<file path="src/mcx_defs.vh">
`ifndef MCX_DEFS_VH
`define MCX_DEFS_VH

// operation select codes
`define MCX_OP_W 5
`define MCX_OP_IDLE 5'h00
`define MCX_OP_COPY_MEM_ACC 5'h01
`define MCX_OP_COPY_LIT_ACC 5'h02
`define MCX_OP_COPY_ACC_MEM 5'h03
`define MCX_OP_OR_MEM 5'h04
`define MCX_OP_OR_LIT 5'h05
`define MCX_OP_OR_TO_MEM 5'h06
`define MCX_OP_POP_PC 5'h07
`define MCX_OP_POP_PC_LIT 5'h08
`define MCX_OP_ROL 5'h09
`define MCX_OP_ROL_ACC 5'h0a
`define MCX_OP_ROLC 5'h0b
`define MCX_OP_ROLC_ACC 5'h0c
`define MCX_OP_ROR 5'h0d
`define MCX_OP_ROR_ACC 5'h0e
`define MCX_OP_RORC 5'h0f
`define MCX_OP_RORC_ACC 5'h10
`define MCX_OP_SUBB 5'h11
`define MCX_OP_SUBB_MEM 5'h12
`define MCX_OP_DSZ 5'h13
`define MCX_OP_DSZ_ACC 5'h14
`define MCX_OP_SET_BYTE 5'h15

// register file shape
`define MCX_RAM_AW 5
`define MCX_RAM_DEPTH 32
`define MCX_PC_W 10
`define MCX_ALL_ONES 8'hff
`define MCX_ACC_RST 8'h00

// machine states
`define MCX_ST_EXEC 2'h0
`define MCX_ST_DUMMY 2'h1
`define MCX_ST_POP2 2'h2

// command port
`define MCX_CMD_OP_LSB 0
`define MCX_CMD_ADDR_LSB 5
`define MCX_CMD_LIT_LSB 10

`endif

</file>
<file path="src/mcx_exec.v">
// Overview of operation
// - copy memory to accumulator, flags untouched
// - load 8-bit literal into accumulator, flags untouched
// - copy accumulator into memory, flags untouched
// - idle only advances program counter, no flag change
// - or with memory or literal into accumulator, zero flag only
// - or result written to memory, zero flag only
// - plain return reloads counter from stack, two cycles, no flags
// - return with literal reloads counter and loads accumulator, no flags
// - rotate left bit 7 into bit 0, memory or accumulator, no flags
// - rotate left through carry, only carry changes
// - rotate right bit 0 into bit 7, memory or accumulator, no flags
// - rotate right through carry, only carry changes
// - subtract with carry: acc plus inverted memory plus carry; ov z ac c
// - memory variant of subtract writes result into memory
// - decrement memory, write back, skip next when zero, no flags
// - accumulator decrement variant keeps memory, same skip
// - skip discards prefetched instruction and inserts a dummy cycle
// - set byte writes all ones into memory
//
// Decided for this implementation: the address map and strobed register access.
`include "mcx_defs.vh"

module mcx_exec #(
    parameter RAM_AW = `MCX_RAM_AW,
    parameter RAM_DEPTH = `MCX_RAM_DEPTH,
    parameter PC_W = `MCX_PC_W
) (
    input wire ref_clk_i,
    input wire rst_n_i,
    input wire instr_valid_i,
    input wire [4:0] instr_op_i,
    input wire [RAM_AW-1:0] instr_addr_i,
    input wire [7:0] instr_lit_i,
    input wire [PC_W-1:0] stack_top_i,
    input wire [RAM_AW-1:0] sw_addr_i,
    input wire [7:0] sw_wdata_i,
    input wire sw_wr_i,
    input wire sw_rd_i,
    output reg [7:0] sw_rdata_o,
    output wire instr_ready_o,
    output wire discard_prefetch_o,
    output reg [PC_W-1:0] pc_o,
    output reg [7:0] acc_o,
    output reg carry_o,
    output reg zero_o,
    output reg ovf_o,
    output reg aux_carry_o,
    output wire [1:0] state_o
);

    reg [7:0] ram_q [0:RAM_DEPTH-1];
    reg [1:0] st_q;
    reg [1:0] st_d;
    reg [PC_W-1:0] pc_d;
    reg [7:0] acc_d;
    reg c_d;
    reg z_d;
    reg ov_d;
    reg ac_d;
    reg mem_we;
    reg [7:0] mem_wd;
    reg [7:0] res;
    reg skip;
    wire [7:0] m;
    wire [7:0] nm;
    wire [4:0] lo_sum;
    wire [7:0] hi7_sum;
    wire [8:0] full_sum;
    wire [7:0] dec;
    wire exec;

    assign m = ram_q[instr_addr_i];
    assign nm = ~m;
    // subtract: acc + ~m + c
    assign lo_sum = {1'b0, acc_o[3:0]} + {1'b0, nm[3:0]} + {4'h0, carry_o};
    assign hi7_sum = {1'b0, acc_o[6:0]} + {1'b0, nm[6:0]} + {7'h00, carry_o};
    assign full_sum = {1'b0, acc_o} + {1'b0, nm} + {8'h00, carry_o};
    assign dec = m - 8'h01;
    assign instr_ready_o = (st_q == `MCX_ST_EXEC);
    assign exec = instr_valid_i && instr_ready_o;
    assign discard_prefetch_o = exec && skip;
    assign state_o = st_q;

    always @* begin
        st_d = st_q;
        pc_d = pc_o;
        acc_d = acc_o;
        c_d = carry_o;
        z_d = zero_o;
        ov_d = ovf_o;
        ac_d = aux_carry_o;
        mem_we = 1'b0;
        mem_wd = 8'h00;
        res = 8'h00;
        skip = 1'b0;
        if (st_q == `MCX_ST_DUMMY) begin
            st_d = `MCX_ST_EXEC;
        end else if (st_q == `MCX_ST_POP2) begin
            st_d = `MCX_ST_EXEC;
        end else if (exec) begin
            pc_d = pc_o + {{(PC_W-1){1'b0}}, 1'b1};
            case (instr_op_i)
                `MCX_OP_IDLE: begin
                    res = 8'h00;
                end
                `MCX_OP_COPY_MEM_ACC: begin
                    acc_d = m;
                end
                `MCX_OP_COPY_LIT_ACC: begin
                    acc_d = instr_lit_i;
                end
                `MCX_OP_COPY_ACC_MEM: begin
                    mem_we = 1'b1;
                    mem_wd = acc_o;
                end
                `MCX_OP_OR_MEM, `MCX_OP_OR_LIT, `MCX_OP_OR_TO_MEM: begin
                    res = acc_o | ((instr_op_i == `MCX_OP_OR_LIT) ? instr_lit_i : m);
                    z_d = (res == 8'h00);
                    if (instr_op_i == `MCX_OP_OR_TO_MEM) begin
                        mem_we = 1'b1;
                        mem_wd = res;
                    end else begin
                        acc_d = res;
                    end
                end
                `MCX_OP_POP_PC, `MCX_OP_POP_PC_LIT: begin
                    pc_d = stack_top_i;
                    st_d = `MCX_ST_POP2;
                    if (instr_op_i == `MCX_OP_POP_PC_LIT) begin
                        acc_d = instr_lit_i;
                    end
                end
                `MCX_OP_ROL, `MCX_OP_ROL_ACC: begin
                    res = {m[6:0], m[7]};
                    if (instr_op_i == `MCX_OP_ROL_ACC) begin
                        acc_d = res;
                    end else begin
                        mem_we = 1'b1;
                        mem_wd = res;
                    end
                end
                `MCX_OP_ROLC, `MCX_OP_ROLC_ACC: begin
                    res = {m[6:0], carry_o};
                    c_d = m[7];
                    if (instr_op_i == `MCX_OP_ROLC_ACC) begin
                        acc_d = res;
                    end else begin
                        mem_we = 1'b1;
                        mem_wd = res;
                    end
                end
                `MCX_OP_ROR, `MCX_OP_ROR_ACC: begin
                    res = {m[0], m[7:1]};
                    if (instr_op_i == `MCX_OP_ROR_ACC) begin
                        acc_d = res;
                    end else begin
                        mem_we = 1'b1;
                        mem_wd = res;
                    end
                end
                `MCX_OP_RORC, `MCX_OP_RORC_ACC: begin
                    res = {carry_o, m[7:1]};
                    c_d = m[0];
                    if (instr_op_i == `MCX_OP_RORC_ACC) begin
                        acc_d = res;
                    end else begin
                        mem_we = 1'b1;
                        mem_wd = res;
                    end
                end
                `MCX_OP_SUBB, `MCX_OP_SUBB_MEM: begin
                    res = full_sum[7:0];
                    c_d = full_sum[8];
                    ac_d = lo_sum[4];
                    z_d = (full_sum[7:0] == 8'h00);
                    ov_d = full_sum[8] ^ hi7_sum[7];
                    if (instr_op_i == `MCX_OP_SUBB_MEM) begin
                        mem_we = 1'b1;
                        mem_wd = res;
                    end else begin
                        acc_d = res;
                    end
                end
                `MCX_OP_DSZ, `MCX_OP_DSZ_ACC: begin
                    skip = (dec == 8'h00);
                    if (instr_op_i == `MCX_OP_DSZ_ACC) begin
                        acc_d = dec;
                    end else begin
                        mem_we = 1'b1;
                        mem_wd = dec;
                    end
                    if (skip) begin
                        pc_d = pc_o + {{(PC_W-2){1'b0}}, 2'b10};
                        st_d = `MCX_ST_DUMMY;
                    end
                end
                `MCX_OP_SET_BYTE: begin
                    mem_we = 1'b1;
                    mem_wd = `MCX_ALL_ONES;
                end
                default: begin
                    res = 8'h00;
                end
            endcase
        end
    end

    always @(posedge ref_clk_i) begin
        if (!rst_n_i) begin
            st_q <= `MCX_ST_EXEC;
            pc_o <= {PC_W{1'b0}};
            acc_o <= `MCX_ACC_RST;
            carry_o <= 1'b0;
            zero_o <= 1'b0;
            ovf_o <= 1'b0;
            aux_carry_o <= 1'b0;
            sw_rdata_o <= 8'h00;
        end else begin
            st_q <= st_d;
            pc_o <= pc_d;
            acc_o <= acc_d;
            carry_o <= c_d;
            zero_o <= z_d;
            ovf_o <= ov_d;
            aux_carry_o <= ac_d;
            sw_rdata_o <= sw_rd_i ? ram_q[sw_addr_i] : 8'h00;
        end
    end

    // data memory: instruction write wins over software write
    always @(posedge ref_clk_i) begin
        if (rst_n_i && mem_we) begin
            ram_q[instr_addr_i] <= mem_wd;
        end else if (rst_n_i && sw_wr_i) begin
            ram_q[sw_addr_i] <= sw_wdata_i;
        end
    end

endmodule

</file>
<file path="config.mk">
export PLATFORM = sky130hd
export DESIGN_NAME = mcx_exec
export DESIGN_NICKNAME = d
export VERILOG_FILES = /design/src/mcx_exec.v
export VERILOG_INCLUDE_DIRS = /design/src
export SDC_FILE = /design/constraint.sdc
export NUM_CORES = 1
export LEC_CHECK = 0
export BUFFER_PORTS_ARGS = -buffer_cell sky130_fd_sc_hd__buf_2
export CORE_ASPECT_RATIO = 0.5
export CORE_MARGIN = 4
export CORE_UTILIZATION = 60
export DETAILED_ROUTE_END_ITERATION = 10
export PLACE_DENSITY = 0.75
export SYNTH_ARGS = -nofsm -noshare
export SYNTH_HDL_FRONTEND = slang
export SYNTH_SLANG_ARGS = --single-unit
export TNS_END_PERCENT = 5
</file>
<file path="constraint.sdc">
create_clock -name ref_clk_i -period 7.05 [get_ports ref_clk_i]
set_input_delay 0.3525 -clock ref_clk_i [delete_from_list [all_inputs] [get_ports ref_clk_i]]
set_output_delay 0.3525 -clock ref_clk_i [all_outputs]
set_load 0.02 [all_outputs]
</file>
==> results.txt, run 1 <==
final sum of negative setup slack - 0 ns
highest achievable clock rate - 192 MHz
Final HPWL DP - 32100 um
first-pass GRT wire length - 71900 um
Yosys warning count - 0
wire length per cell after detailed routing - 30.1 um
final routed wirelength across all metal layers - 48400 um
arrival time at the worst endpoint - 5.41 ns
share of async-settable or async-resettable flops after synthesis - 0%
slew margin rel. - 12.5%
clock transition time at the flip-flop clock pins of the worst setup and hold paths - 0.07 ns
Via Count - 12.0k
number of buffers inserted during clock tree synthesis - 26
maximum number of pins on one net before global-route repair - 66
fraction of layout instances using a drive strength above 1 - 20.7%
number of synthesized flops with an enable pin - 256
die extent in y - 124 um
setup repair bufs after CTS - 0
number of cells produced by synthesis - 1203
router iterations before antenna repair - 8
final hold vios - 0
worst r2r src - ram_q[27][0]$_DFFE_PP_
minimum clock period after layout - 5.21 ns
Hold Path Sink - pc_o[1]$_SDFFE_PN0P_
post-synthesis sequential area ratio - 52.0%
most repeated cell in the gate-level netlist after synthesis - edfxtp_1
final weighted congestion in routability-driven placement - 1.05
hold path cells - 3
Die Outline Area - 0.0295 mm^2
TritonCTS clock tree - done
number of max-cap violations - 0
met1 routed wirelength after detailed routing - 19000 um
netlist area before placement - 0.0160 mm^2
measured slew at the worst slew-check pin - 1.30 ns
area share of the largest cell type after synthesis - 48.0%
cell types with the largest area share after synthesis - edfxtp_1, mux4_2, mux2i_1
result of the run - complete, no violations
number of setup violations in the final report - 0
mean instance size in the synthesized netlist - 13.3 um^2
count of hold buffers inserted by post-cts repair - 0
core box area - 0.0258 mm^2
dominant synthesized flop cell - edfxtp_1
CTS root buffer - clkbuf_16
number of H-tree branching levels - 1
highest routing layer actually used - met5
category of the worst setup path launch point - primary input
initial standard-cell utilization of the core - 62.2%
DRC errors left - 0
net count of the finished layout - 1305
GRT Resource Usage Total - 32.8%
endpoint type of the worst setup path - flip-flop
fraction of the cycle the final worst path needs - 73.9%
number of buffers between clock root and the deepest sink - 3
remaining global-route overflow - 0
Row Count - 41
power density over cell area - 232 mW/mm^2
depth of the worst register-to-register path - 16
critical path start-end classification - primary input to flip-flop
end of the worst register-to-register path - ram_q[16][6]$_DFFE_PP_
Routed met3 length - 6500 um
post-synthesis sequential element count - 288
area delta synth->final - 8.79%
Resized Gates After CTS - 0
mean number of vias per cell - 7.49
Sinks on Clock Net - 288
width of the chip - 239 um
Clock Latency Late Sink - 0.57 ns
Placement Cell Area - 0.0165 mm^2
final cell area excluding filler cells - 0.0174 mm^2
DR WL met2 - 21200 um
register-to-register setup slack - 2.22 ns
post-synthesis cell type with the largest combined area - edfxtp_1
total nets after synthesis - 1266
number of antenna violations at the first check in global routing - 1
input/output buffers - 79
Max Transition Viols Final - 0
number of nets with antenna violations after detailed routing - 0
unrepaired setup endpoints after global routing - no
leakage power of the design - 0.00615 uW
DR iter-0 viols - 1968
number of different library cells in the post-synthesis netlist - 86
worst hold-check path type - primary input to flip-flop
commonest cells in the netlist - edfxtp_1, mux2i_1, mux4_2
IO Count - 80
hold path start - stack_top_i[1]
setup clock skew after layout - 0.0252 ns
highest net fanout along the worst path - 32
critical path required time - 7.25 ns
number of global-route vias before repair - 11.3k
VDD IR-drop max - 0.213 mV
[stage by stage]
stage / total power [uW] / std cells / hold slack, ns / utilization, % / worst slack [ns]
floorplan: 2370 / 1203 / 0.546 / - / 3.03
global placement: 2540 / 1558 / 0.481 / 64.2 / 1.59
detailed placement: 2550 / 1558 / 0.493 / 64.2 / 1.40
CTS: 4030 / 1606 / 0.0803 / 67.7 / 1.98
global route: 4160 / 1606 / 0.133 / 67.7 / 1.45
finish: 4050 / 1607 / 0.102 / 67.7 / 1.84
[cells by family (layout without fill, tap and decap cells)]
kind of cell | Yosys count | count (layout) | synth area share, %
AO/OA/AOI/OAI | 259 | 259 | 11.6
adder cells (fa/ha/maj) | 18 | 18 | 1.48
buffers and inverters | 105 | 164 | 3.37
flip-flops | 288 | 288 | 52.0
multiplexers | 221 | 221 | 21.4
other | 0 | 1 | 0
AND/OR/NAND/NOR | 298 | 298 | 9.42
XOR/XNOR | 14 | 14 | 0.765
[per-layer routing]
layer,up-vias,GRT usage (%)
met2,949,49.5
met5,-,0
met3,139,8.11
met1,6025,47.9
met4,2,9.89
li1,4921,-
[state kept, by name, indices dropped and copies added, names as in the netlist]
signal and count:
ram_q 256, pc_o 10, zero_o 1, acc_o 8, carry_o 1, sw_rdata_o 8
ovf_o 1, aux_carry_o 1, state_o 2
[critical path, cell delays in order]
cell and delay, ns:
buf_2 0.39, and2_1 0.88, a22oi_1 0.21, nand3_1 0.14, and4_1 0.52, inv_2 0.21, fa_1 0.43, inv_1 0.09
fa_1 0.20, a21o_1 0.11, a21oi_1 0.11, o21bai_1 0.16, a21oi_1 0.12, xnor2_1 0.35, a21oi_1 0.12, nand2_1 0.09
a22o_1 0.87
[worst max path at each step]
stage / from / to / slack [ns] / depth (start not counted)
after floorplan: instr_addr_i[2] / ram_q[0][4]$_DFFE_PP_ / 3.03 / 19
after detailed placement: instr_addr_i[2] / ram_q[10][7]$_DFFE_PP_ / 1.40 / 15
after global placement: instr_addr_i[2] / ram_q[14][7]$_DFFE_PP_ / 1.59 / 15
after global routing: instr_addr_i[2] / ram_q[16][6]$_DFFE_PP_ / 1.45 / 17
final: instr_addr_i[2] / ram_q[16][6]$_DFFE_PP_ / 1.84 / 17
after CTS: instr_addr_i[2] / ram_q[31][7]$_DFFE_PP_ / 1.98 / 15
[report_power, final]
group	internal, uW	switching [uW]
sequential	1890	23.1
combinational	217	404
clock	853	663
[cell type report]
class,count,area [um^2]
Antenna cell,1,2.50
Clock buffer,39,749
Clock inverter,9,151
Fill cell,1858,8320
Inverter,22,82.6
Multi-Input combinational cell,810,7150
Sequential cell,288,8330
Tap cell,344,430
Timing Repair Buffer,94,529
[cells in the final DEF (no fill, tap or decap), types with 13 or more instances in the layout]
| master | count |
|---|---|
| a21oi_1 | 47 |
| a221oi_1 | 18 |
| a22oi_1 | 42 |
| a31oi_1 | 14 |
| and3_1 | 14 |
| buf_2 | 77 |
| buf_4 | 15 |
| clkbuf_16 | 26 |
| dfxtp_1 | 32 |
| edfxtp_1 | 256 |
| ha_1 | 15 |
| inv_1 | 15 |
| mux2i_1 | 120 |
| mux4_2 | 96 |
| nand2_1 | 68 |
| nand2b_1 | 17 |
| nand3_1 | 37 |
| nor2_1 | 84 |
| nor3_1 | 28 |
| o21ai_0 | 40 |
| xnor2_1 | 13 |
(Power assumes the default switching activity.)
==> run 2, diff against run 1 <==
Settings changed: CORE_UTILIZATION 60 to 56, PLACE_DENSITY 0.75 to 0.74.
Clock period 7.05 ns to 4.7 ns, I/O delays scaled along.
==> run 2 against run 1 <==
  * First-iteration DRC count is 19% lower
  * Wire length is 1.3% higher
  * Sequential share of layout area is 1.5 points lower
  * Clock power is 49% higher
  * Combinational power is 56% higher
  * Core utilization is 3.2 points lower
  * Sequential power is 50% higher
  * Cell count is 6.6% higher
  * Total power is 51% higher
  * Hold slack worse by 0.064 ns
  * Global-route usage is 1.8 points lower
  * Critical path depth is 6 lower
  * Critical path type is now flip-flop to flip-flop
  * Highest routed layer is now met4
==> results.txt, run 2 (synthesized netlist as in run 1, its figures left out) <==
result of the run - complete, no violations
initial standard-cell utilization of the core - 57.4% (-4.8 points)
end-of-flow core utilization - 64.5% (-3.2 points)
biggest registers after layout - ram_q: 256 flops, pc_o: 10 flops
die extent in y - 128 um (+3.3%)
commonest cells after routing, fill and taps aside - edfxtp_1, mux2i_1, mux4_2
Sinks on Clock Net - 288 (unchanged)
VDD IR-drop max - 0.291 mV (+37%)
Clock Latency Late Sink - 0.57 ns (about the same)
measured slew at the worst slew-check pin - 1.21 ns (-0.0909 ns)
number of nets with antenna violations after detailed routing - 0 (unchanged)
remaining global-route overflow - 0 (unchanged)
CTS root buffer - clkbuf_16
width of the chip - 247 um (+3.4%)
met1 track utilization from global routing - 43.0% (-5.0 points)
number of flip-flops in the largest register - 256 (unchanged)
Die Outline Area - 0.0315 mm^2 (+6.8%)
highest net fanout along the worst path - 19 (-41%)
endpoint type of the worst setup path - flip-flop
final sum of negative setup slack - 0 ns (unchanged)
category of the worst setup path launch point - flip-flop
cell-internal power - 4470 uW (+51%)
area delta synth->final - 12.4%
number of antenna violations at the first check in global routing - 1 (unchanged)
net switching fraction of the power - 26.8% (-0.17 points)
worst hold-check path type - primary input to flip-flop
number of H-tree branching levels - 1 (unchanged)
leakage power of the design - 0.00651 uW (+5.9%)
number of buffers between clock root and the deepest sink - 3 (unchanged)
number of global-route vias before repair - 11.9k (+5.7%)
IO Count - 80 (unchanged)
final weighted congestion in routability-driven placement - 0.984 (-6.1%)
final hold vios - 0 (unchanged)
most crowded layer after global routing - met2
number of cells in the finished layout apart from fillers - 1713 (+6.6%)
arrival time at the worst endpoint - 4.63 ns (-0.78 ns)
Final HPWL DP - 33600 um (+4.6%)
Logic pwr share - 15.9% (+0.6 points)
clock network fraction of total power - 37.1% (-0.4 points)
Resized Gates After CTS - 0 (unchanged)
Row Count - 43 (+4.9%)
fraction of layout instances using a drive strength above 1 - 24.6% (+3.9 points)
number of buffers inserted during clock tree synthesis - 27 (+3.8%)
register-to-register setup slack - 0.35 ns (-1.87 ns)
Total Power - 6100 uW (+51%)
wire length per cell after detailed routing - 28.6 um (-5.0%)
minimum clock period after layout - 4.35 ns
met2 track utilization from global routing - 49.9% (+0.40 points)
GRT Resource Usage Total - 31.0% (-1.8 points)
clock transition time at the flip-flop clock pins of the worst setup and hold paths - 0.07 ns (about the same)
core box area - 0.0279 mm^2 (+8.4%)
number of max-cap violations - 0 (unchanged)
DRC errors left - 0 (unchanged)
TritonCTS clock tree - done
critical path required time - 4.97 ns (-2.28 ns)
critical path start-end classification - flip-flop to flip-flop
mean number of vias per cell - 7.07 (-5.6%)
final routed wirelength across all metal layers - 49000 um (+1.3%)
DR iter-0 viols - 1598 (-19%)
power density over cell area - 339 mW/mm^2 (+46%)
Via Count - 12.1k (+0.62%)
setup clock skew after layout - 0.0109 ns (-0.0144 ns)
highest achievable clock rate - 230 MHz
GR Layer Usage met3 - 6.98% (-1.1 points)
Fill cells - 2002 (+7.8%)
fraction of the cycle the final worst path needs - 92.7%
Hold Slack - 0.0381 ns (-0.0641 ns)
number of setup violations in the final report - 0 (unchanged)
router iterations before antenna repair - 5 (-3)
Psw - 1630 uW (+50%)
sequential group share of total power - 47.0% (-0.2 points)
leading cell type in the layout, fill and taps excluded - edfxtp_1
maximum number of pins on one net before global-route repair - 40 (-39%)
register name with the most flops - ram_q
unrepaired setup endpoints after global routing - no
first-pass GRT wire length - 73900 um (+2.8%)
Max Transition Viols Final - 0 (unchanged)
net count of the finished layout - 1374 (+5.3%)
slew margin rel. - 18.6% (+6.1 points)
input/output buffers - 79 (unchanged)
cell count after placement - 1663 (+6.7%)
-- run 2: cell count changes in the layout (fill, tap and decap cells not counted), sizes merged --
cell,before,now
buf,94,161
bufinv,3,4
clkbuf,39,30
clkinv,6,13
clkinvlp,1,0
dlygate4sd3,0,1
inv,21,23
-- run 2: layout make-up --
cell class	count	area, um^2	share of cell area [%]
Sequential cell	288	8330	46.3
Multi-Input combinational cell	810	7150	39.7
Timing Repair Buffer	162	1070	5.93
Clock buffer	30	687	3.82
Tap cell	382	478	2.65
Clock inverter	18	205	1.14
Inverter	22	82.6	0.459
Antenna cell	1	2.50	0.0139
-- run 2: power groups by stage --
stage / combinational (uW) / clock [uW] / sequential [uW]
4_1_cts: 949 / 2280 / 2870
2_1_floorplan: 617 / 0 / 2930
5_1_grt: 1030 / 2400 / 2870
3_5_place_dp: 942 / 0 / 2920
6_report: 970 / 2270 / 2870
3_3_place_gp: 929 / 0 / 2920
-- run 2: worst paths after layout --
path	startpoint	endpoint	cells past startpoint
min reg2reg	state_o[1]$_SDFFE_PP0P_	state_o[1]$_SDFFE_PP0P_	2
min	stack_top_i[9]	pc_o[9]$_SDFFE_PN0P_	3
max reg2reg	state_o[0]$_SDFFE_PP0P_	ram_q[20][5]$_DFFE_PP_	11
max	state_o[0]$_SDFFE_PP0P_	ram_q[20][5]$_DFFE_PP_	11
-- run 2: worst max-delay path, cell delays in order, from the launching register on --
cell and delay (ns):
dfxtp_1 0.38, inv_1 0.09, ha_1 0.21, nor2_1 0.18, nand3_1 0.23, nor3_1 0.41, nand3_1 0.38, and3_1 0.63
mux2i_1 0.36, nand2_1 0.31, nor2_1 0.57, buf_4 0.29
-- run 2: repair_timing --
item	CTS	global route
hold buffers	1	0
setup endpoints to repair	0	0
buffers inserted	0	0
hold endpoints to repair	1	0
-- run 2: per-layer routing --
layer,routed length [um],up-vias
met5,0,-
met4,1690,0
met3,5670,144
met2,22700,873
met1,19000,6029
li1,-,5065
-- run 2: metrics by stage --
step	cell area, um^2	setup WS [ns]
6_report	18000	0.345
5_1_grt	18000	0.117
4_1_cts	18000	0.471
3_5_place_dp	17100	0.149
3_3_place_gp	17100	0.300
2_1_floorplan	16000	0.800
==> run 3, diff against run 2 <==
Settings changed: PLACE_DENSITY 0.74 to 0.85.
==> run 3 against run 2 <==
  * Die area unchanged
  * Flip-flop and latch count unchanged
  * First-iteration DRC count up 33%
  * Critical path type unchanged
  * Clock power up 2%
  * Register-to-register slack better by 0.08 ns
  * Highest routed layer unchanged
  * Clock skew up 0.0071 ns
  * Via count up 2.0%
==> results.txt, run 3 (synthesized netlist as in run 1, its figures left out) <==
hold path start - stack_top_i[9]
Placement Setup Slack - 0.132 ns (-0.0168 ns)
end-of-flow core utilization - 64.3% (-0.22 points)
biggest registers after layout - ram_q: 256 flops, pc_o: 10 flops
highest achievable clock rate - 234 MHz (+2.0%)
leakage power of the design - 0.00647 uW (-0.74%)
DR iter-0 viols - 2119 (+33%)
setup repair bufs after CTS - 0 (unchanged)
final hold vios - 0 (unchanged)
Hold Slack - 0.0553 ns (+0.0172 ns)
result of the run - complete, no violations
Row Count - 43 (unchanged)
category of the worst setup path launch point - flip-flop
depth of the worst register-to-register path - 10 (-1)
mean number of vias per cell - 7.25 (+2.5%)
Resized Gates After CTS - 0 (unchanged)
area delta synth->final - 12.0%
maximum number of pins on one net before global-route repair - 48 (+20%)
register name with the most flops - ram_q
number of buffers inserted during clock tree synthesis - 26 (-3.7%)
number of nets with antenna violations after detailed routing - 0 (unchanged)
Routed met3 length - 6070 um (+7.1%)
Slowest-stage cell, CP - nor2_1
endpoint type of the worst setup path - flip-flop
worst r2r src - state_o[0]$_SDFFE_PP0P_
router iterations before antenna repair - 9 (+4)
die extent in y - 128 um (unchanged)
number of global-route vias before repair - 11.8k (-0.85%)
number of setup violations in the final report - 0 (unchanged)
Max Transition Viols Final - 0 (unchanged)
GRT Resource Usage Total - 30.6% (-0.39 points)
DR WL met2 - 22700 um (+0.22%)
fraction of layout instances using a drive strength above 1 - 24.1% (-0.53 points)
Die Outline Area - 0.0315 mm^2 (unchanged)
DRC errors left - 0 (unchanged)
final weighted congestion in routability-driven placement - 0.976 (-0.78%)
number of buffers between clock root and the deepest sink - 3 (unchanged)
net count of the finished layout - 1365 (-0.66%)
met1 routed wirelength after detailed routing - 17800 um (-6.0%)
clock transition time at the flip-flop clock pins of the worst setup and hold paths - 0.07 ns (about the same)
slowest cell delay on critical path - 0.87 ns (+0.24 ns)
worst setup slack after layout - 0.430 ns (+0.0849 ns)
highest net fanout along the worst path - 8 (-11)
measured slew at the worst slew-check pin - 1.24 ns (+0.0286 ns)
Via Count - 12.4k (+2.0%)
IO Count - 80 (unchanged)
setup clock skew after layout - 0.0179 ns (+0.00708 ns)
power density over cell area - 343 mW/mm^2 (+1.0%)
critical path start-end classification - flip-flop to flip-flop
first-pass GRT wire length - 73400 um (-0.75%)
worst-path cell chain - inv_1, ha_1, nor2_1, nand3_1, nor3_1, nand3_1, and3_1, mux2i_1, nand2b_1, nor2_1
number of H-tree branching levels - 1 (unchanged)
unrepaired setup endpoints after global routing - no
commonest cells after routing, fill and taps aside - edfxtp_1, mux2i_1, mux4_2
register-to-register setup slack - 0.43 ns (+0.08 ns)
final routed wirelength across all metal layers - 48700 um (-0.72%)
wire length per cell after detailed routing - 28.6 um (-0.20%)
VDD IR-drop max - 0.365 mV (+25%)
number of flip-flops in the largest register - 256 (unchanged)
initial standard-cell utilization of the core - 57.4% (unchanged)
minimum clock period after layout - 4.27 ns (-0.0849 ns)
highest routing layer actually used - met4
count of hold buffers inserted by post-cts repair - 3 (+2)
final sum of negative setup slack - 0 ns (unchanged)
input/output buffers - 79 (unchanged)
CTS root buffer - clkbuf_16
Inserted Diodes - 0 (-1)
number of max-cap violations - 0 (unchanged)
critical path required time - 4.89 ns (-0.08 ns)
TritonCTS clock tree - done
Placement Cell Area - 0.0170 mm^2 (-0.59%)
hold path cells - 3 (unchanged)
core box area - 0.0279 mm^2 (unchanged)
end of the worst register-to-register path - ram_q[13][6]$_DFFE_PP_
width of the chip - 247 um (unchanged)
number of antenna violations at the first check in global routing - 0 (-1)
Final HPWL DP - 33400 um (-0.43%)
slew margin rel. - 17.3% (-1.4 points)
final cell area excluding filler cells - 0.0179 mm^2 (-0.35%)
fraction of the cycle the final worst path needs - 90.8% (-1.8 points)
remaining global-route overflow - 0 (unchanged)
Clock Latency Late Sink - 0.58 ns (about the same)
Hold Path Sink - pc_o[9]$_SDFFE_PN0P_
Sinks on Clock Net - 288 (unchanged)
leading cell type in the layout, fill and taps excluded - edfxtp_1
arrival time at the worst endpoint - 4.46 ns (-0.17 ns)
worst hold-check path type - primary input to flip-flop
[run 3: changes by cell type in the layout (fill, tap and decap cells not counted), moves of 2 or more]
| cell | before | now |
|---|---|---|
| buf_12 | 3 | 1 |
| buf_4 | 80 | 72 |
| clkbuf_1 | 3 | 7 |
| clkinv_1 | 8 | 3 |
| dlygate4sd3_1 | 1 | 3 |
| inv_6 | 2 | 0 |
[run 3: power breakdown]
group,total [uW],internal [uW],switching (uW)
combinational,967,356,611
clock,2310,1320,994
sequential,2870,2830,34.4
[run 3: how the worst max path moves through the flow]
| stage | slack (ns) | cells past startpoint | to | from |
|---|---|---|---|---|
| 2_1_floorplan | 0.80 | 19 | ram_q[0][4]$_DFFE_PP_ | instr_addr_i[2] |
| 3_3_place_gp | 0.37 | 16 | ram_q[18][4]$_DFFE_PP_ | instr_addr_i[0] |
| 3_5_place_dp | 0.13 | 16 | ram_q[8][4]$_DFFE_PP_ | instr_addr_i[0] |
| 4_1_cts | 0.55 | 16 | ram_q[8][4]$_DFFE_PP_ | ram_q[20][0]$_DFFE_PP_ |
| 5_1_grt | 0.20 | 16 | ram_q[26][6]$_DFFE_PP_ | ram_q[21][0]$_DFFE_PP_ |
| 6_report | 0.43 | 10 | ram_q[13][6]$_DFFE_PP_ | state_o[0]$_SDFFE_PP0P_ |
[run 3: final cells by class]
class                           instances  area (um^2)
Fill cell                            1929         9980
Sequential cell                       288         8330
Multi-Input combinational cell        810         7150
Timing Repair Buffer                  154          987
Clock buffer                           34          691
Tap cell                              382          478
Clock inverter                         14          221
Inverter                               22         82.6
[run 3: per-stage QoR]
stage	power [uW]	cells
after floorplan	3550	1203
after global placement	3840	1653
after detailed placement	3850	1653
after CTS	6120	1704
after global routing	6330	1704
final	6150	1704
[run 3: metal layers]
| layer | vias to the layer above | global-route usage (%) |
|---|---|---|
| met3 | 160 | 6.23 |
| li1 | 5055 | - |
| met1 | 6079 | 42.0 |
| met2 | 1058 | 49.3 |
| met4 | 0 | 11.1 |
| met5 | - | 0 |
[run 3: worst max-delay path: cells and delay by family (launching register included)]
family | cells | cell delay (ns)
DFF | 1 | 0.39
and+or+nand+nor | 7 | 2.89
adders and majority gates | 1 | 0.22
buffers and inverters | 1 | 0.10
muxes | 1 | 0.28
